### config.mk
export PLATFORM = sky130hd
export DESIGN_NAME = irq_output_deassert_control
export DESIGN_NICKNAME = d
export VERILOG_FILES = /design/src/common/irq_out_pkg.sv /design/src/verilog/irq_output_deassert_control.sv
export SDC_FILE = /design/constraint.sdc
export NUM_CORES = 1
export LEC_CHECK = 0
export ABC_AREA = 1
export BUFFER_PORTS_ARGS = -buffer_cell sky130_fd_sc_hd__buf_2
export CORE_AREA = 5 5 78 80
export DETAILED_ROUTE_END_ITERATION = 7
export DIE_AREA = 0 0 83 85
export PLACE_DENSITY = 0.77
export SLEW_MARGIN = 20
export SYNTH_ARGS = -nofsm -noshare
export SYNTH_HDL_FRONTEND = slang
export SYNTH_SLANG_ARGS = --single-unit
### constraint.sdc
create_clock -name clock_in -period 4.25 [get_ports clock_in]
set_input_delay 0.425 -clock clock_in [delete_from_list [all_inputs] [get_ports clock_in]]
set_output_delay 0.425 -clock clock_in [all_outputs]
set_load 0.01 [all_outputs]
### src/common/irq_out_pkg.sv
package irq_out_pkg;

   // Byte address of the interrupt output configuration register.
   localparam logic [7:0] CFG_OFFSET        = 8'h54;

   // Field positions within the configuration register.
   localparam int         INTERVAL_MSB      = 31;
   localparam int         INTERVAL_LSB      = 24;
   localparam int         RESTART_BIT       = 14;
   localparam int         ACTIVE_BIT        = 13;
   localparam int         MASTER_BIT        = 12;
   localparam int         PIN_EN_BIT        = 8;
   localparam int         POLARITY_BIT      = 4;
   localparam int         BUF_TYPE_BIT      = 0;

   // Values after reset.
   localparam logic [7:0] INTERVAL_RESET    = 8'h00;
   localparam logic       PIN_EN_RESET      = 1'b0;
   localparam logic       POLARITY_RESET    = 1'b0;
   localparam logic       BUF_TYPE_RESET    = 1'b0;

   // One interval unit in nanoseconds and the clock period in nanoseconds.
   localparam int         UNIT_TIME_NS      = 10000;
   localparam int         CLOCK_PERIOD_NS   = 50;
   localparam int         UNIT_CYCLES_INT   = (UNIT_TIME_NS + CLOCK_PERIOD_NS - 1) / CLOCK_PERIOD_NS;
   localparam logic [7:0] UNIT_CYCLES       = UNIT_CYCLES_INT[7:0];

   // Host register access, one cycle per request.
   typedef struct packed {
      logic        write;
      logic        read;
      logic [7:0]  addr;
      logic [31:0] data;
   } reg_req_s;

   // Interval engine states.
   typedef enum logic [0:0] {
      IDLE_ST     = 1'b0,
      INTERVAL_ST = 1'b1
   } interval_state_e;

endpackage : irq_out_pkg

### src/verilog/irq_output_deassert_control.sv
// Summary of operation
// Top byte holds interval, ten microsecond units.
// Writing zero disables interval, clears counter.
// Zero write releases held interrupts at once.
// New non-zero interval applies to later requests.
// Power event interrupt bypasses interval gating.
// Restart bit clears counter, starts fresh interval.
// Bit 13 shows interval; blocks pin meanwhile.
// Bit 12 shows internal master interrupt line.
// Bit 12 ignores pin enable and interval.
// Pin enable zero keeps request deasserted.
// Pin enable gates only the external output; the code also gates delivered_q, so the interval start.
// Polarity bit: zero active low, one high.
// Type bit: zero open-drain, one push-pull.
// Open-drain ignores polarity, asserts low.
// Software acknowledges a source by writing one.
// Interval starts when request drops after acknowledge.
// All fields reset to zero.
// Polarity and type survive soft reset.
module irq_output_deassert_control (
   input  wire logic                  clock_in,
   input  wire logic                  rstn_in,
   input  wire logic                  soft_reset_in,
   input  wire irq_out_pkg::reg_req_s reg_req_in,
   input  wire logic                  master_irq_in,
   input  wire logic                  power_event_in,
   input  wire logic                  ack_write_in,
   output logic [31:0]                read_data_out,
   output logic                       read_valid_out,
   output logic                       irq_out,
   output logic                       irq_oe_out
);
   import irq_out_pkg::*;

   logic [7:0]      deassert_interval_q;
   logic            pin_enable_q;
   logic            request_polarity_q;
   logic            buffer_type_q;
   interval_state_e state_q;
   logic [7:0]      tick_q;
   logic [7:0]      unit_q;
   logic            delivered_q;
   logic            armed_q;
   logic [8:0]      quiet_q;
   logic            cfg_write;
   logic            interval_restart;
   logic            zero_write;
   logic            drop_start;
   logic            unit_done;
   logic            interval_active;
   logic            request_now;
   logic            irq_d;
   logic            irq_oe_d;

   // True when a bus request addresses the configuration register.
   function automatic logic hits_cfg(input logic [7:0] addr);
      return (addr == CFG_OFFSET);
   endfunction : hits_cfg

   // Decode of a write to the configuration register and its side effects.
   assign cfg_write        = reg_req_in.write && hits_cfg(reg_req_in.addr);
   assign zero_write       = cfg_write && (reg_req_in.data[INTERVAL_MSB:INTERVAL_LSB] == 8'h00);
   assign interval_restart = cfg_write && reg_req_in.data[RESTART_BIT]
                             && !zero_write;
   assign interval_active  = (state_q == INTERVAL_ST);
   assign unit_done        = (tick_q == UNIT_CYCLES - 8'h01);
   // The interval begins when an acknowledged request leaves the pin.
   assign drop_start       = armed_q && delivered_q && !master_irq_in
                             && (deassert_interval_q != 8'h00);

   // Enabled sources reach the pin outside an interval; the power event does even inside one.
   assign request_now = pin_enable_q
                        && ((master_irq_in && !interval_active) || power_event_in);

   // Interval setting and pin enable; a soft reset clears them too.
   always_ff @(posedge clock_in or negedge rstn_in) begin
      if (!rstn_in) begin
         deassert_interval_q <= INTERVAL_RESET;
         pin_enable_q        <= PIN_EN_RESET;
      end else if (soft_reset_in) begin
         deassert_interval_q <= INTERVAL_RESET;
         pin_enable_q        <= PIN_EN_RESET;
      end else if (cfg_write) begin
         deassert_interval_q <= reg_req_in.data[INTERVAL_MSB:INTERVAL_LSB];
         pin_enable_q        <= reg_req_in.data[PIN_EN_BIT];
      end
   end

   // Polarity and buffer type are cleared by the hardware reset alone.
   always_ff @(posedge clock_in or negedge rstn_in) begin
      if (!rstn_in) begin
         request_polarity_q <= POLARITY_RESET;
         buffer_type_q      <= BUF_TYPE_RESET;
      end else if (cfg_write) begin
         request_polarity_q <= reg_req_in.data[POLARITY_BIT];
         buffer_type_q      <= reg_req_in.data[BUF_TYPE_BIT];
      end
   end

   // Acknowledge tracking; a new acknowledge wins over the clear at interval start.
   always_ff @(posedge clock_in or negedge rstn_in) begin
      if (!rstn_in) begin
         armed_q <= 1'b0;
      end else if (ack_write_in) begin
         armed_q <= 1'b1;
      end else if (drop_start || soft_reset_in) begin
         armed_q <= 1'b0;
      end
   end

   // Interval engine: counts clock ticks into ten microsecond units.
   always_ff @(posedge clock_in or negedge rstn_in) begin
      if (!rstn_in) begin
         state_q <= IDLE_ST;
         tick_q  <= 8'h00;
         unit_q  <= 8'h00;
      end else if (soft_reset_in || zero_write) begin
         state_q <= IDLE_ST;
         tick_q  <= 8'h00;
         unit_q  <= 8'h00;
      end else if (interval_restart || (drop_start && !interval_active)) begin
         state_q <= INTERVAL_ST;
         tick_q  <= 8'h00;
         unit_q  <= 8'h00;
      end else begin
         case (state_q)
            IDLE_ST: begin
               tick_q <= 8'h00;
               unit_q <= 8'h00;
            end
            INTERVAL_ST: begin
               if (unit_done) begin
                  tick_q <= 8'h00;
                  if (unit_q + 8'h01 >= deassert_interval_q) begin
                     state_q <= IDLE_ST;
                     unit_q  <= 8'h00;
                  end else begin
                     unit_q <= unit_q + 8'h01;
                  end
               end else begin
                  tick_q <= tick_q + 8'h01;
               end
            end
            default: begin
               state_q <= IDLE_ST;
            end
         endcase
      end
   end

   // Cycles since the last configuration write or soft reset; it saturates.
   always_ff @(posedge clock_in or negedge rstn_in) begin
      if (!rstn_in) begin
         quiet_q <= 9'h000;
      end else if (cfg_write || soft_reset_in) begin
         quiet_q <= 9'h000;
      end else if (quiet_q != 9'h1ff) begin
         quiet_q <= quiet_q + 9'h001;
      end
   end

   // Output driver: open-drain drives low only when asserted, push-pull always drives.
   always_comb begin
      irq_d    = 1'b1;
      irq_oe_d = 1'b0;
      if (!buffer_type_q) begin
         irq_d    = 1'b0;
         irq_oe_d = request_now;
      end else begin
         irq_oe_d = 1'b1;
         irq_d    = request_polarity_q ? request_now : !request_now;
      end
   end

   // Registered pin and delivered-request flag.
   always_ff @(posedge clock_in or negedge rstn_in) begin
      if (!rstn_in) begin
         irq_out     <= 1'b0;
         irq_oe_out  <= 1'b0;
         delivered_q <= 1'b0;
      end else begin
         irq_out     <= irq_d;
         irq_oe_out  <= irq_oe_d;
         delivered_q <= request_now;
      end
   end

   // Register read; bit 12 follows the master line directly.
   always_ff @(posedge clock_in or negedge rstn_in) begin
      if (!rstn_in) begin
         read_data_out  <= 32'h00000000;
         read_valid_out <= 1'b0;
      end else begin
         read_valid_out <= reg_req_in.read;
         read_data_out  <= 32'h00000000;
         if (reg_req_in.read && hits_cfg(reg_req_in.addr)) begin
            read_data_out[INTERVAL_MSB:INTERVAL_LSB] <= deassert_interval_q;
            read_data_out[ACTIVE_BIT]                <= interval_active;
            read_data_out[MASTER_BIT]                <= master_irq_in;
            read_data_out[PIN_EN_BIT]                <= pin_enable_q;
            read_data_out[POLARITY_BIT]              <= request_polarity_q;
            read_data_out[BUF_TYPE_BIT]              <= buffer_type_q;
         end
      end
   end

   // Checks on the documented behaviour.
   // A disabled pin shows only the idle level of the selected driver.
   pin_disabled_a: assert property (@(posedge clock_in) disable iff (!rstn_in)
      !pin_enable_q |=> (irq_oe_out == $past(buffer_type_q))
          && (irq_out == ($past(buffer_type_q) && !$past(request_polarity_q))))
      else $error("request asserted while pin disabled");

   // A zero interval write stops the engine and clears its unit count.
   zero_write_a: assert property (@(posedge clock_in) disable iff (!rstn_in)
      zero_write |=> !interval_active && (unit_q == 8'h00))
      else $error("zero write did not stop interval");

   // A pending request goes out right after the interval is switched off.
   release_now_a: assert property (@(posedge clock_in) disable iff (!rstn_in)
      (zero_write && reg_req_in.data[PIN_EN_BIT] && !soft_reset_in) ##1 master_irq_in
      |=> irq_oe_out && (irq_out == ($past(buffer_type_q) && $past(request_polarity_q))))
      else $error("held interrupt not released");

   // The power event reaches an enabled pin in either driver mode.
   power_bypass_a: assert property (@(posedge clock_in) disable iff (!rstn_in)
      (power_event_in && pin_enable_q)
      |=> irq_oe_out && (irq_out == ($past(buffer_type_q) && $past(request_polarity_q))))
      else $error("power event gated by interval");

   // A restart write enters the interval with a cleared tick count.
   restart_a: assert property (@(posedge clock_in) disable iff (!rstn_in)
      (interval_restart && !soft_reset_in) |=> interval_active && (tick_q == 8'h00))
      else $error("restart did not begin interval");

   // Inside an interval without a power event only the idle level of the driver reaches the pin.
   interval_block_a: assert property (@(posedge clock_in) disable iff (!rstn_in)
      (interval_active && !power_event_in)
      |=> (irq_oe_out == $past(buffer_type_q))
          && (irq_out == ($past(buffer_type_q) && !$past(request_polarity_q))))
      else $error("interrupt reached pin during interval");

   // An undisturbed one unit interval lasts exactly one unit of clock ticks.
   interval_len_a: assert property (@(posedge clock_in) disable iff (!rstn_in)
      (interval_restart && !soft_reset_in
       && (reg_req_in.data[INTERVAL_MSB:INTERVAL_LSB] == 8'h01))
      |=> ##199 (interval_active || (quiet_q != 9'h0c7))
      ##1 (!interval_active || (quiet_q != 9'h0c8)))
      else $error("one unit interval has wrong length");

   // An open-drain pin is never driven high.
   open_drain_a: assert property (@(posedge clock_in) disable iff (!rstn_in)
      !buffer_type_q |=> !irq_out)
      else $error("open-drain output driven high");

   // A push-pull pin always drives the level chosen by the polarity.
   push_pull_a: assert property (@(posedge clock_in) disable iff (!rstn_in)
      buffer_type_q |=> irq_oe_out && (irq_out == ($past(request_polarity_q)
                        ~^ $past(request_now))))
      else $error("push-pull level wrong");

   // A soft reset keeps the driver settings and disables the pin.
   soft_keep_a: assert property (@(posedge clock_in) disable iff (!rstn_in)
      (soft_reset_in && !cfg_write) |=> $stable(request_polarity_q) && $stable(buffer_type_q)
                                       && !pin_enable_q)
      else $error("soft reset disturbed polarity or type");

   // A register read answers next cycle with the master line and interval state.
   read_master_a: assert property (@(posedge clock_in) disable iff (!rstn_in)
      (reg_req_in.read && hits_cfg(reg_req_in.addr)) |=> read_valid_out
      && (read_data_out[MASTER_BIT] == $past(master_irq_in))
      && (read_data_out[ACTIVE_BIT] == $past(interval_active)))
      else $error("status read shows wrong master or interval bit");

   // The self-clearing restart bit never reads back as one.
   restart_read_a: assert property (@(posedge clock_in) disable iff (!rstn_in)
      reg_req_in.read |=> !read_data_out[RESTART_BIT])
      else $error("restart bit read back as one");

   // A delivered request that drops after an acknowledge opens an interval.
   drop_start_a: assert property (@(posedge clock_in) disable iff (!rstn_in)
      (drop_start && !interval_active && !soft_reset_in && !zero_write) |=> interval_active)
      else $error("interval did not start after acknowledged drop");

   // An acknowledge always arms the interval start, even against a clear.
   armed_set_a: assert property (@(posedge clock_in) disable iff (!rstn_in)
      ack_write_in |=> armed_q)
      else $error("acknowledge not recorded");

   // A write loads the interval setting and the pin enable.
   config_write_a: assert property (@(posedge clock_in) disable iff (!rstn_in)
      (cfg_write && !soft_reset_in)
      |=> (deassert_interval_q == $past(reg_req_in.data[INTERVAL_MSB:INTERVAL_LSB]))
      && (pin_enable_q == $past(reg_req_in.data[PIN_EN_BIT])))
      else $error("interval or pin enable not loaded");

   // A write loads polarity and buffer type, soft reset or not.
   type_write_a: assert property (@(posedge clock_in) disable iff (!rstn_in)
      cfg_write |=> (request_polarity_q == $past(reg_req_in.data[POLARITY_BIT]))
      && (buffer_type_q == $past(reg_req_in.data[BUF_TYPE_BIT])))
      else $error("polarity or buffer type not loaded");

   // Outside an interval the counters rest at zero.
   idle_clear_a: assert property (@(posedge clock_in) disable iff (!rstn_in)
      !interval_active |-> (tick_q == 8'h00) && (unit_q == 8'h00))
      else $error("interval counter not cleared while idle");

   // The tick counter never passes one unit.
   tick_bound_a: assert property (@(posedge clock_in) disable iff (!rstn_in)
      interval_active |-> (tick_q < UNIT_CYCLES))
      else $error("tick counter passed one unit");

endmodule : irq_output_deassert_control

==> results, run 1 <==
- By area the synthesized netlist is led by sky130_fd_sc_hd__dfrtp_1, sky130_fd_sc_hd__nand2_1, sky130_fd_sc_hd__inv_1.
- The cell count after placement is 435.
- The cell chosen for the clock root is sky130_fd_sc_hd__clkbuf_8.
- The finished layout holds 443 standard cells, fillers aside.
- The final design utilization is 53.7%.
- The maximum fanout count along the critical path is 9.
- The region available for standard cell placement spans 5340 µm².
- The height of the die is 85 µm.
- The global placement routability congestion is 0.841.
- The normalized max-slew margin is 62.2%.
- Internal power comes to 0.575 mW.
- The clock tree synthesis step divided the H-tree into 2 levels.
- After clock tree synthesis, the clock-pin slew on the worst setup and hold paths is 0.09 ns.
- The netlist uses 28 different library cells.
- The post-synthesis instance area is 2570 µm².
- In this run the post-CTS setup repair buffer count came out at 0.
- The critical path goes through ha_1 > nand3_1 > xor2_1 > inv_1 > ha_1 > a21oi_1 > o21a_1 > nand3_1 > nand2_1 > inv_1 > nor2_1.
- The number of buffers on the longest clock path is 2.
- The post-synthesis async set-or-reset flop share is 100%.
- The largest stage delay on the critical path is 0.51 ns.
- Entering global routing, the biggest net connects 47 pins.
- Setup repair after global routing left no endpoint under its margin.
- TritonCTS built the clock tree.
- The aggregate negative setup slack is 0 ns.
- STA classifies the critical path startpoint as a register.
- For this run, the top clock speed supported by timing is 448 MHz.
- The data required time of the critical path is 4.49 ns.
- 83 I/O pins were placed.
- The initial cell density of the core is 48.1%.
- The share of total power dissipated in the clock network is 35.9%.
- For this design the ratio of total power to cell area is 268 nW/µm².
- The count of synthesis-stage warnings from yosys is 0.
- The analysis attributes to net switching a power of 0.194 mW.
- Setup violations remaining at the end of the flow were counted as 0.
- The total overflow left after global routing is 0.
- The die covers 7060 µm².
- The run finished with clean final reports.
- The worst vdd rail ir drop is 113 µV.
- The library cell contributing the largest single delay on the critical path is sky130_fd_sc_hd__dfrtp_1.
- The clock period could shrink to 2.23 ns.
- The repair_antennas step left the layout with diodes totalling 0.
- The setup clock skew after layout is 0.00493 ns.
- Ranked by instance count, the synthesized netlist is headed by sky130_fd_sc_hd__nand2_1, sky130_fd_sc_hd__inv_1, sky130_fd_sc_hd__dfrtp_1.
- The count of final hold-check violations is 0.
- The detail route stage leaves a number of antenna-violating nets equal to 0.
- The number of standard-cell rows in the floorplan is 27.
- The area added between synthesis and finish is 11.4%.
- The data arrival time at the worst-slack endpoint is 2.47 ns.
- The mean instance size in the synthesized netlist is 7.88 µm².
- Total power for the finished layout comes to 0.769 mW.
- Detailed routing inserted a total of 2074 vias.
- The cell type contributing the most total cell area after synthesis is sky130_fd_sc_hd__dfrtp_1.
- The tightest min-delay check is of the primary input to asynchronous set/reset pin type.
- The critical path is of the register to register type.
- The count of max-cap constraint violations is 0.
- The pre-antenna-repair detailed-routing pass consisted of 4 iterations.
- The worst hold margin is 0.109 ns.
- In this run, synthesis produced a sequential element count of 46.
- The number of enable-type register cells in the synthesized netlist is 0.
- The clock insertion delay at the later pin of the skew report is 0.30 ns.
- The number of violations reported at the end of detailed-routing iteration 0 is 92.
- The static power due to leakage is 1.61 nW.
- The fraction of power consumed by sequential logic is 57.7%.
- The hold-fix buffer count after cts is 0.
- The proportion of netlist area held by the largest area contributor is 44.8%.
- The final-report max-slew violation count is 0.
- The capturing element type of the critical path is a register.
- Once detailed placement completed, the half-perimeter wirelength came to 3.83 mm.
- The first global-routing pass estimated 8.71 mm of wire.
- After the last flow step, the layout net total stands at 428.
- In the post-synthesis netlist, the cell with the most instances is sky130_fd_sc_hd__nand2_1.
- The combinational cell fraction of total power is 6.4%.
- The number of global-route vias before repair is 1958.
- The residual DRC count is 0.
- For the pin with the worst max-slew slack, the measured transition is 0.568 ns.
- The number of buffer cells added on primary ports is 43.
- The final layout contains routed wiring with a total length of 5.08 mm.
- Clock tree synthesis found a total of 46 sinks.
- The fraction of final layout cells with drive strength greater than 1 is 18.1%.
- The switching power as a share of total power is 25.2%.
- The ratio of routed vias to standard cells is 4.68.
- Of the available clock period, the critical path in the final layout requires 52.5%.
- Summing the sequential cell areas from Yosys gives 44.8% of the chip area.
- Synthesis produced a netlist whose cell count is 326.
- In this run, post-CTS repair resized a total of 0 instances.
- In the global route stage, overall resource usage came out at 15.2%.
- From left edge to right edge, the die measures 83 µm.
- The flip-flop cell with the highest count after synthesis is sky130_fd_sc_hd__dfrtp_1.
- The initial antenna violation count is 0.
- The number of clock buffers added by TritonCTS is 5.
- Dividing the detail-routed wire length by the instance count gives 11.5 µm.
## power by group through the flow
stage / sequential (mW) / clock (mW) / combinational, mW
after floorplan: 0.453 / 0 / 0.0328
after global placement: 0.452 / 0 / 0.0477
after detailed placement: 0.452 / 0 / 0.0491
after CTS: 0.443 / 0.279 / 0.0491
after global routing: 0.444 / 0.298 / 0.0567
final: 0.443 / 0.276 / 0.0494
## sequential cells by signal, summed over array words and instances (netlist names)
name                 cells
armed_q                  1
buffer_type_q            1
deassert_interval_q      8
delivered_q              1
interval_active          1
irq_oe_out               1
irq_out                  1
pin_enable_q             1
read_data_out           13
read_valid_out           1
request_polarity_q       1
tick_q                   8
unit_q                   8
## cell type report
type	count	area, µm²
clock buffers	5	68.8
clock inverters	3	23.8
fillers	531	2470
inverters	59	221
multi-input cells	215	1090
flip-flops and latches	46	1150
well taps	72	90.1
repair buffers	43	218
## metal layers
| metal | GRT usage, % | share of wire, % | wire (µm) |
|---|---|---|---|
| met5 | 0 | 0 | 0 |
| met1 | 17.8 | 42 | 2140 |
| met2 | 26.9 | 51 | 2570 |
| met4 | 6.98 | 2.1 | 108 |
| met3 | 3.01 | 5.2 | 266 |
## worst paths after layout
check | startpoint | endpoint | slack (ns) | depth (start not counted)
worst max register to register | unit_q[0] | unit_q[7] | 2.02 | 11
worst max-delay path | unit_q[0] | unit_q[7] | 2.02 | 11
min in group clock_in | reg_req_in[40] | read_valid_out | 0.24 | 1
worst min register to register | tick_q[0] | tick_q[0] | 0.48 | 1
max in group asynchronous | rstn_in | unit_q[7] | 3.75 | 1
worst min-delay path | rstn_in | read_valid_out | 0.11 | 1
## cells in the final DEF, fill, tap and decap left out, types with 3 or more instances in the layout
cell | netlist | routed
sky130_fd_sc_hd__a21oi_1 | 8 | 8
sky130_fd_sc_hd__nand3_1 | 30 | 30
sky130_fd_sc_hd__dfrtp_1 | 46 | 46
sky130_fd_sc_hd__ha_1 | 10 | 10
sky130_fd_sc_hd__buf_2 | 1 | 42
sky130_fd_sc_hd__xor2_1 | 3 | 3
sky130_fd_sc_hd__conb_1 | 1 | 19
sky130_fd_sc_hd__nand2_1 | 62 | 62
sky130_fd_sc_hd__inv_1 | 57 | 57
sky130_fd_sc_hd__xnor2_1 | 3 | 3
sky130_fd_sc_hd__o21ai_0 | 16 | 16
sky130_fd_sc_hd__nor2_1 | 43 | 43
sky130_fd_sc_hd__nor2_2 | 7 | 7
sky130_fd_sc_hd__nand4_1 | 4 | 4
sky130_fd_sc_hd__clkbuf_8 | 0 | 5
## kinds of logic after synthesis
logic type      synth area share, %
buf+inv                        15.4
compound gates                 5.60
other cells                   0.146
fa+ha+maj                      4.87
xor+xnor                       2.05
simple gates                   27.2
flops                          44.8
## critical path, delay by kind of cell (launching register included)
kind / cells / cell delay, ns
DFF: 1 / 0.51
adders and majority gates: 2 / 0.46
AOI/OAI and AO/OA: 2 / 0.46
and+or+nand+nor: 4 / 0.40
xor gates and xnor gates: 1 / 0.22
buffers and inverters: 2 / 0.11
## through the flow
step | setup slack (ns) | area [µm²]
CTS | 2.01 | 2860
detailed placement | 2.04 | 2770
global placement | 2.10 | 2770
global route | 1.74 | 2860
finish | 2.02 | 2860
floorplan | 2.38 | 2640
Note: power is estimated with default switching activity, not from simulation.
==> run 2: changes to the inputs <==
--- a/config.mk
+++ b/config.mk
@@ -7,10 +7,10 @@
 export LEC_CHECK = 0
 export ABC_AREA = 1
 export BUFFER_PORTS_ARGS = -buffer_cell sky130_fd_sc_hd__buf_2
-export CORE_AREA = 5 5 78 80
+export CORE_AREA = 5 5 81 83
 export DETAILED_ROUTE_END_ITERATION = 7
-export DIE_AREA = 0 0 83 85
-export PLACE_DENSITY = 0.77
+export DIE_AREA = 0 0 86 88
+export PLACE_DENSITY = 0.75
 export SLEW_MARGIN = 20
 export SYNTH_ARGS = -nofsm -noshare
 export SYNTH_HDL_FRONTEND = slang
==> constraint.sdc (replaced) <==
create_clock -name clock_in -period 1.9 [get_ports clock_in]
set_input_delay 0.19 -clock clock_in [delete_from_list [all_inputs] [get_ports clock_in]]
set_output_delay 0.19 -clock clock_in [all_outputs]
set_load 0.01 [all_outputs]
==> run 2 against run 1 <==
Worst hold slack got worse by 0.097 ns. The flow now finishes with violations (setup timing). Utilization is 5.5 points higher. Sequential cell count unchanged. Non-clock buffer count increased by 24. Clock power rose to 2.7 times the previous value. Via count is 8.2% higher. Sequential power up 120%. Cell area grew 19%. Clock skew is 0.0032 ns lower.
==> results, run 2 (synthesis results as in run 1) <==
- The routed length per placed instance is 13.5 µm (was 11.5 µm).
- The time the final worst path needs with I/O delays and setup is 1.97 ns (was 2.23 ns).
- The area of all sequential standard cells is 1150 µm² (about the same).
- The most frequent standard cell in the layout excluding fill and tap cells is sky130_fd_sc_hd__inv_1 (was sky130_fd_sc_hd__nand2_1).
- Top library cells by usage in the layout, fill and taps aside: sky130_fd_sc_hd__inv_1, sky130_fd_sc_hd__nand2_1, sky130_fd_sc_hd__dfrtp_1 (was sky130_fd_sc_hd__nand2_1, sky130_fd_sc_hd__inv_1, sky130_fd_sc_hd__dfrtp_1).
- The largest net degree at the start of global routing is 26 (was 47).
- The clock transition at the registers of the reported paths is 0.09 ns (about the same).
- The post-route cell area is 3420 µm² (was 2860 µm²).
- The clock insertion delay at the later pin of the skew report was 0.30 ns (about the same).
- The kind of launch point of the worst setup path was a register (unchanged).
- Unrepaired setup endpoints after global routing: yes (was no).
- The residual DRC count came to 0 (unchanged).
- The final-report max-slew violation count is 0 (unchanged).
- The clock tree from TritonCTS was done (unchanged).
- The number of buffers on the longest clock path came to 2 (unchanged).
- The half-perimeter wire length after detailed placement was 4.14 mm (was 3.83 mm).
- The number of violations reported at the end of detailed-routing iteration 0 is 158 (was 92).
- The antenna cell count is 0 (unchanged).
- The number of nets in the layout came to 453 (was 428).
- The clock sink total was 46 (unchanged).
- The area added between synthesis and finish was 33.0% (was 11.4%).
- The remaining global-route overflow is 0 (unchanged).
- The data required time of the critical path is 2.11 ns (was 4.49 ns).
- The ratio of routed vias to standard cells is 4.76 (was 4.68).
- The number of global-route vias before repair is 2085 (was 1958).
- The first-pass GRT wire length is 9.60 mm (was 8.71 mm).
- The switching power is 0.435 mW (was 0.194 mW).
- The origin of the worst setup path was unit_q[1] (was unit_q[0]).
- The worst vdd rail ir drop came to 390 µV (was 113 µV).
- The worst setup path category is register to register (unchanged).
- The global placement routability congestion is 0.854 (was 0.841).
- The detailed-router iteration count before antenna repair is 4 (unchanged).
- The area used by multi-input combinational logic came to 1400 µm² (was 1090 µm²).
- The number of standard-cell rows in the floorplan is 28 (was 27).
- The fraction of final layout cells with drive strength greater than 1 is 36.9% (was 18.1%).
- The design internal power is 1.42 mW (was 0.575 mW).
- The standard cell core area came to 5780 µm² (was 5340 µm²).
- Outcome: finished with violations (was finished clean).
- The data arrival time at the worst-slack endpoint was 2.17 ns (was 2.47 ns).
- The reg-to-reg setup timing slack is -0.07 ns (was 2.02 ns).
- The number of filler cells placed in the layout is 486 (was 531).
- The global-route total usage across every layer is 15.9% (was 15.2%).
- The worst hold margin is 0.0117 ns (was 0.109 ns).
- The hold path depth is 1.
- The initial cell density of the core is 44.5% (was 48.1%).
- The final routed wirelength across all metal layers is 6.36 mm (was 5.08 mm).
- Sequence of cells on the critical path: ha_4 > nand3_2 > nand2_1 > nand2_2 > inv_2 > ha_4 > nand2_4 > o21a_4 > buf_6 > nand3_2 > nand2_2 > nand2_1 > inv_1 (was ha_1 > nand3_1 > xor2_1 > inv_1 > ha_1 > a21oi_1 > o21a_1 > nand3_1 > nand2_1 > inv_1 > nor2_1).
- The maximum fanout count along the critical path is 5 (was 9).
- The fraction of power consumed by sequential logic came to 53.4% (was 57.7%).
- The checks that failed: setup timing.
- The launch point of the worst reg-to-reg path was unit_q[1] (was unit_q[0]).
- The path type of the worst min-delay path is primary input to register (was primary input to asynchronous set/reset pin).
- The power density over cell area is 543 nW/µm² (was 268 nW/µm²).
- The height of the die was 88 µm (was 85 µm).
- The number of buffer cells added on primary ports is 43 (unchanged).
- The post-layout worst setup margin is -0.0674 ns (was 2.02 ns).
- The register bank with the most flops is read_data_out (unchanged).
- The clock share of power is 40.2% (was 35.9%).
- The maximum frequency from static timing analysis is 508 MHz (was 448 MHz).
- The post-route clock period utilization is 104% (was 52.5%).
- The number of flip-flops in the largest register is 13 (unchanged).
- The via count is 2244 (was 2074).
- The number of buffers inserted during clock tree synthesis is 5 (unchanged).
- The cell chosen for the clock root is sky130_fd_sc_hd__clkbuf_8 (unchanged).
- The setup clock skew after layout is 0.00177 ns (was 0.00493 ns).
- The library cell contributing the largest single delay on the critical path is sky130_fd_sc_hd__dfrtp_2 (was sky130_fd_sc_hd__dfrtp_1).
- The count of max-cap constraint violations is 0 (unchanged).
- The largest stage delay on the critical path is 0.47 ns (was 0.51 ns).
- The depth of the most critical reg-to-reg path is 13 (was 11).
- The final setup violation count was 9 (was 0).
- The switching power as a share of total power came to 23.4% (was 25.2%).
- The startpoint identified for the worst hold timing path is reg_req_in[40].
- The combinational cell fraction of total power is 6.4% (about the same).
- The placed cell area is 2880 µm² (was 2770 µm²).
- The number of antenna-violating nets in the routed design is 0 (unchanged).
- The transition time of the tightest slew-check pin is 0.556 ns (was 0.568 ns).
- The normalized max-slew margin is 62.9% (was 62.2%).
- The capturing element type of the critical path is a register (unchanged).
- The total number of H-tree levels is 2 (unchanged).
- The initial antenna violation count is 0 (unchanged).
- The static power due to leakage is 1.76 nW (was 1.61 nW).
- The number of placed I/O pins is 83 (unchanged).
- The endpoint of the most critical register-to-register path is unit_q[2] (was unit_q[7]).
- The die area is 7570 µm² (was 7060 µm²).
- For hold timing, the worst endpoint is read_valid_out.
- The count of final hold-check violations was 0 (unchanged).
- The die width is 86 µm (was 83 µm).
-- run 2: stage by stage --
step	std cells	setup slack [ns]	util (%)	TNS (ns)	power, mW
finish	471	-0.0674	59.1	-0.430	1.86
global route	471	-0.164	59.1	-1.28	1.93
CTS	463	-0.0674	53.4	-0.545	1.87
detailed placement	451	-0.210	49.9	-1.36	1.13
global placement	451	-0.119	49.9	-0.840	1.12
floorplan	344	0.0260	-	0	1.09
-- run 2: final cells by class --
class | instances | area share (%)
Clock buffer | 5 | 2.01
Clock inverter | 3 | 1.28
Inverter | 59 | 6.55
Multi-Input combinational cell | 216 | 41.0
Sequential cell | 46 | 33.7
Tap cell | 75 | 2.75
Timing Repair Buffer | 67 | 12.7
-- run 2: worst max-delay path by stage --
stage | slack, ns | cells past startpoint | to
after floorplan | 0.03 | 12 | unit_q[7]
after global placement | -0.12 | 13 | unit_q[7]
after detailed placement | -0.21 | 13 | unit_q[7]
after CTS | -0.07 | 15 | unit_q[2]
after global routing | -0.16 | 12 | unit_q[4]
final | -0.07 | 13 | unit_q[2]
-- run 2: power groups by stage --
stage / Sequential [mW] / Combinational [mW] / Clock (mW)
2_1_floorplan: 1.01 / 0.0734 / 0
3_3_place_gp: 1.01 / 0.113 / 0
3_5_place_dp: 1.01 / 0.116 / 0
4_1_cts: 0.992 / 0.118 / 0.759
5_1_grt: 0.993 / 0.135 / 0.807
6_report: 0.992 / 0.119 / 0.746
-- run 2: repair_timing --
item	in CTS	in global routing
hold endpoints to repair	21	0
cloned	0	1
hold buffers	1	0
setup endpoints to repair	9	9
pin swaps	4	35
setup buffers	3	8
resized for setup	16	60
-- run 2: layer usage --
layer  GRT usage [%]  wire, µm  share of wire, %  up-vias
li1                -         -                 -     1101
met1            21.2      2630                41     1086
met2            26.9      3380                53       48
met3            1.88       256               4.0        9
met4            5.47        93               1.5        0
met5               0         0                 0        -
-- run 2: worst max-delay path, delay by kind of cell, from the launching register on --
kind / cells / cell delay, ns
AND/OR/NAND/NOR: 7 / 0.46
adder cells (fa/ha/maj): 2 / 0.48
AO/OA/AOI/OAI: 1 / 0.23
flip-flops: 1 / 0.47
buffers and inverters: 3 / 0.22
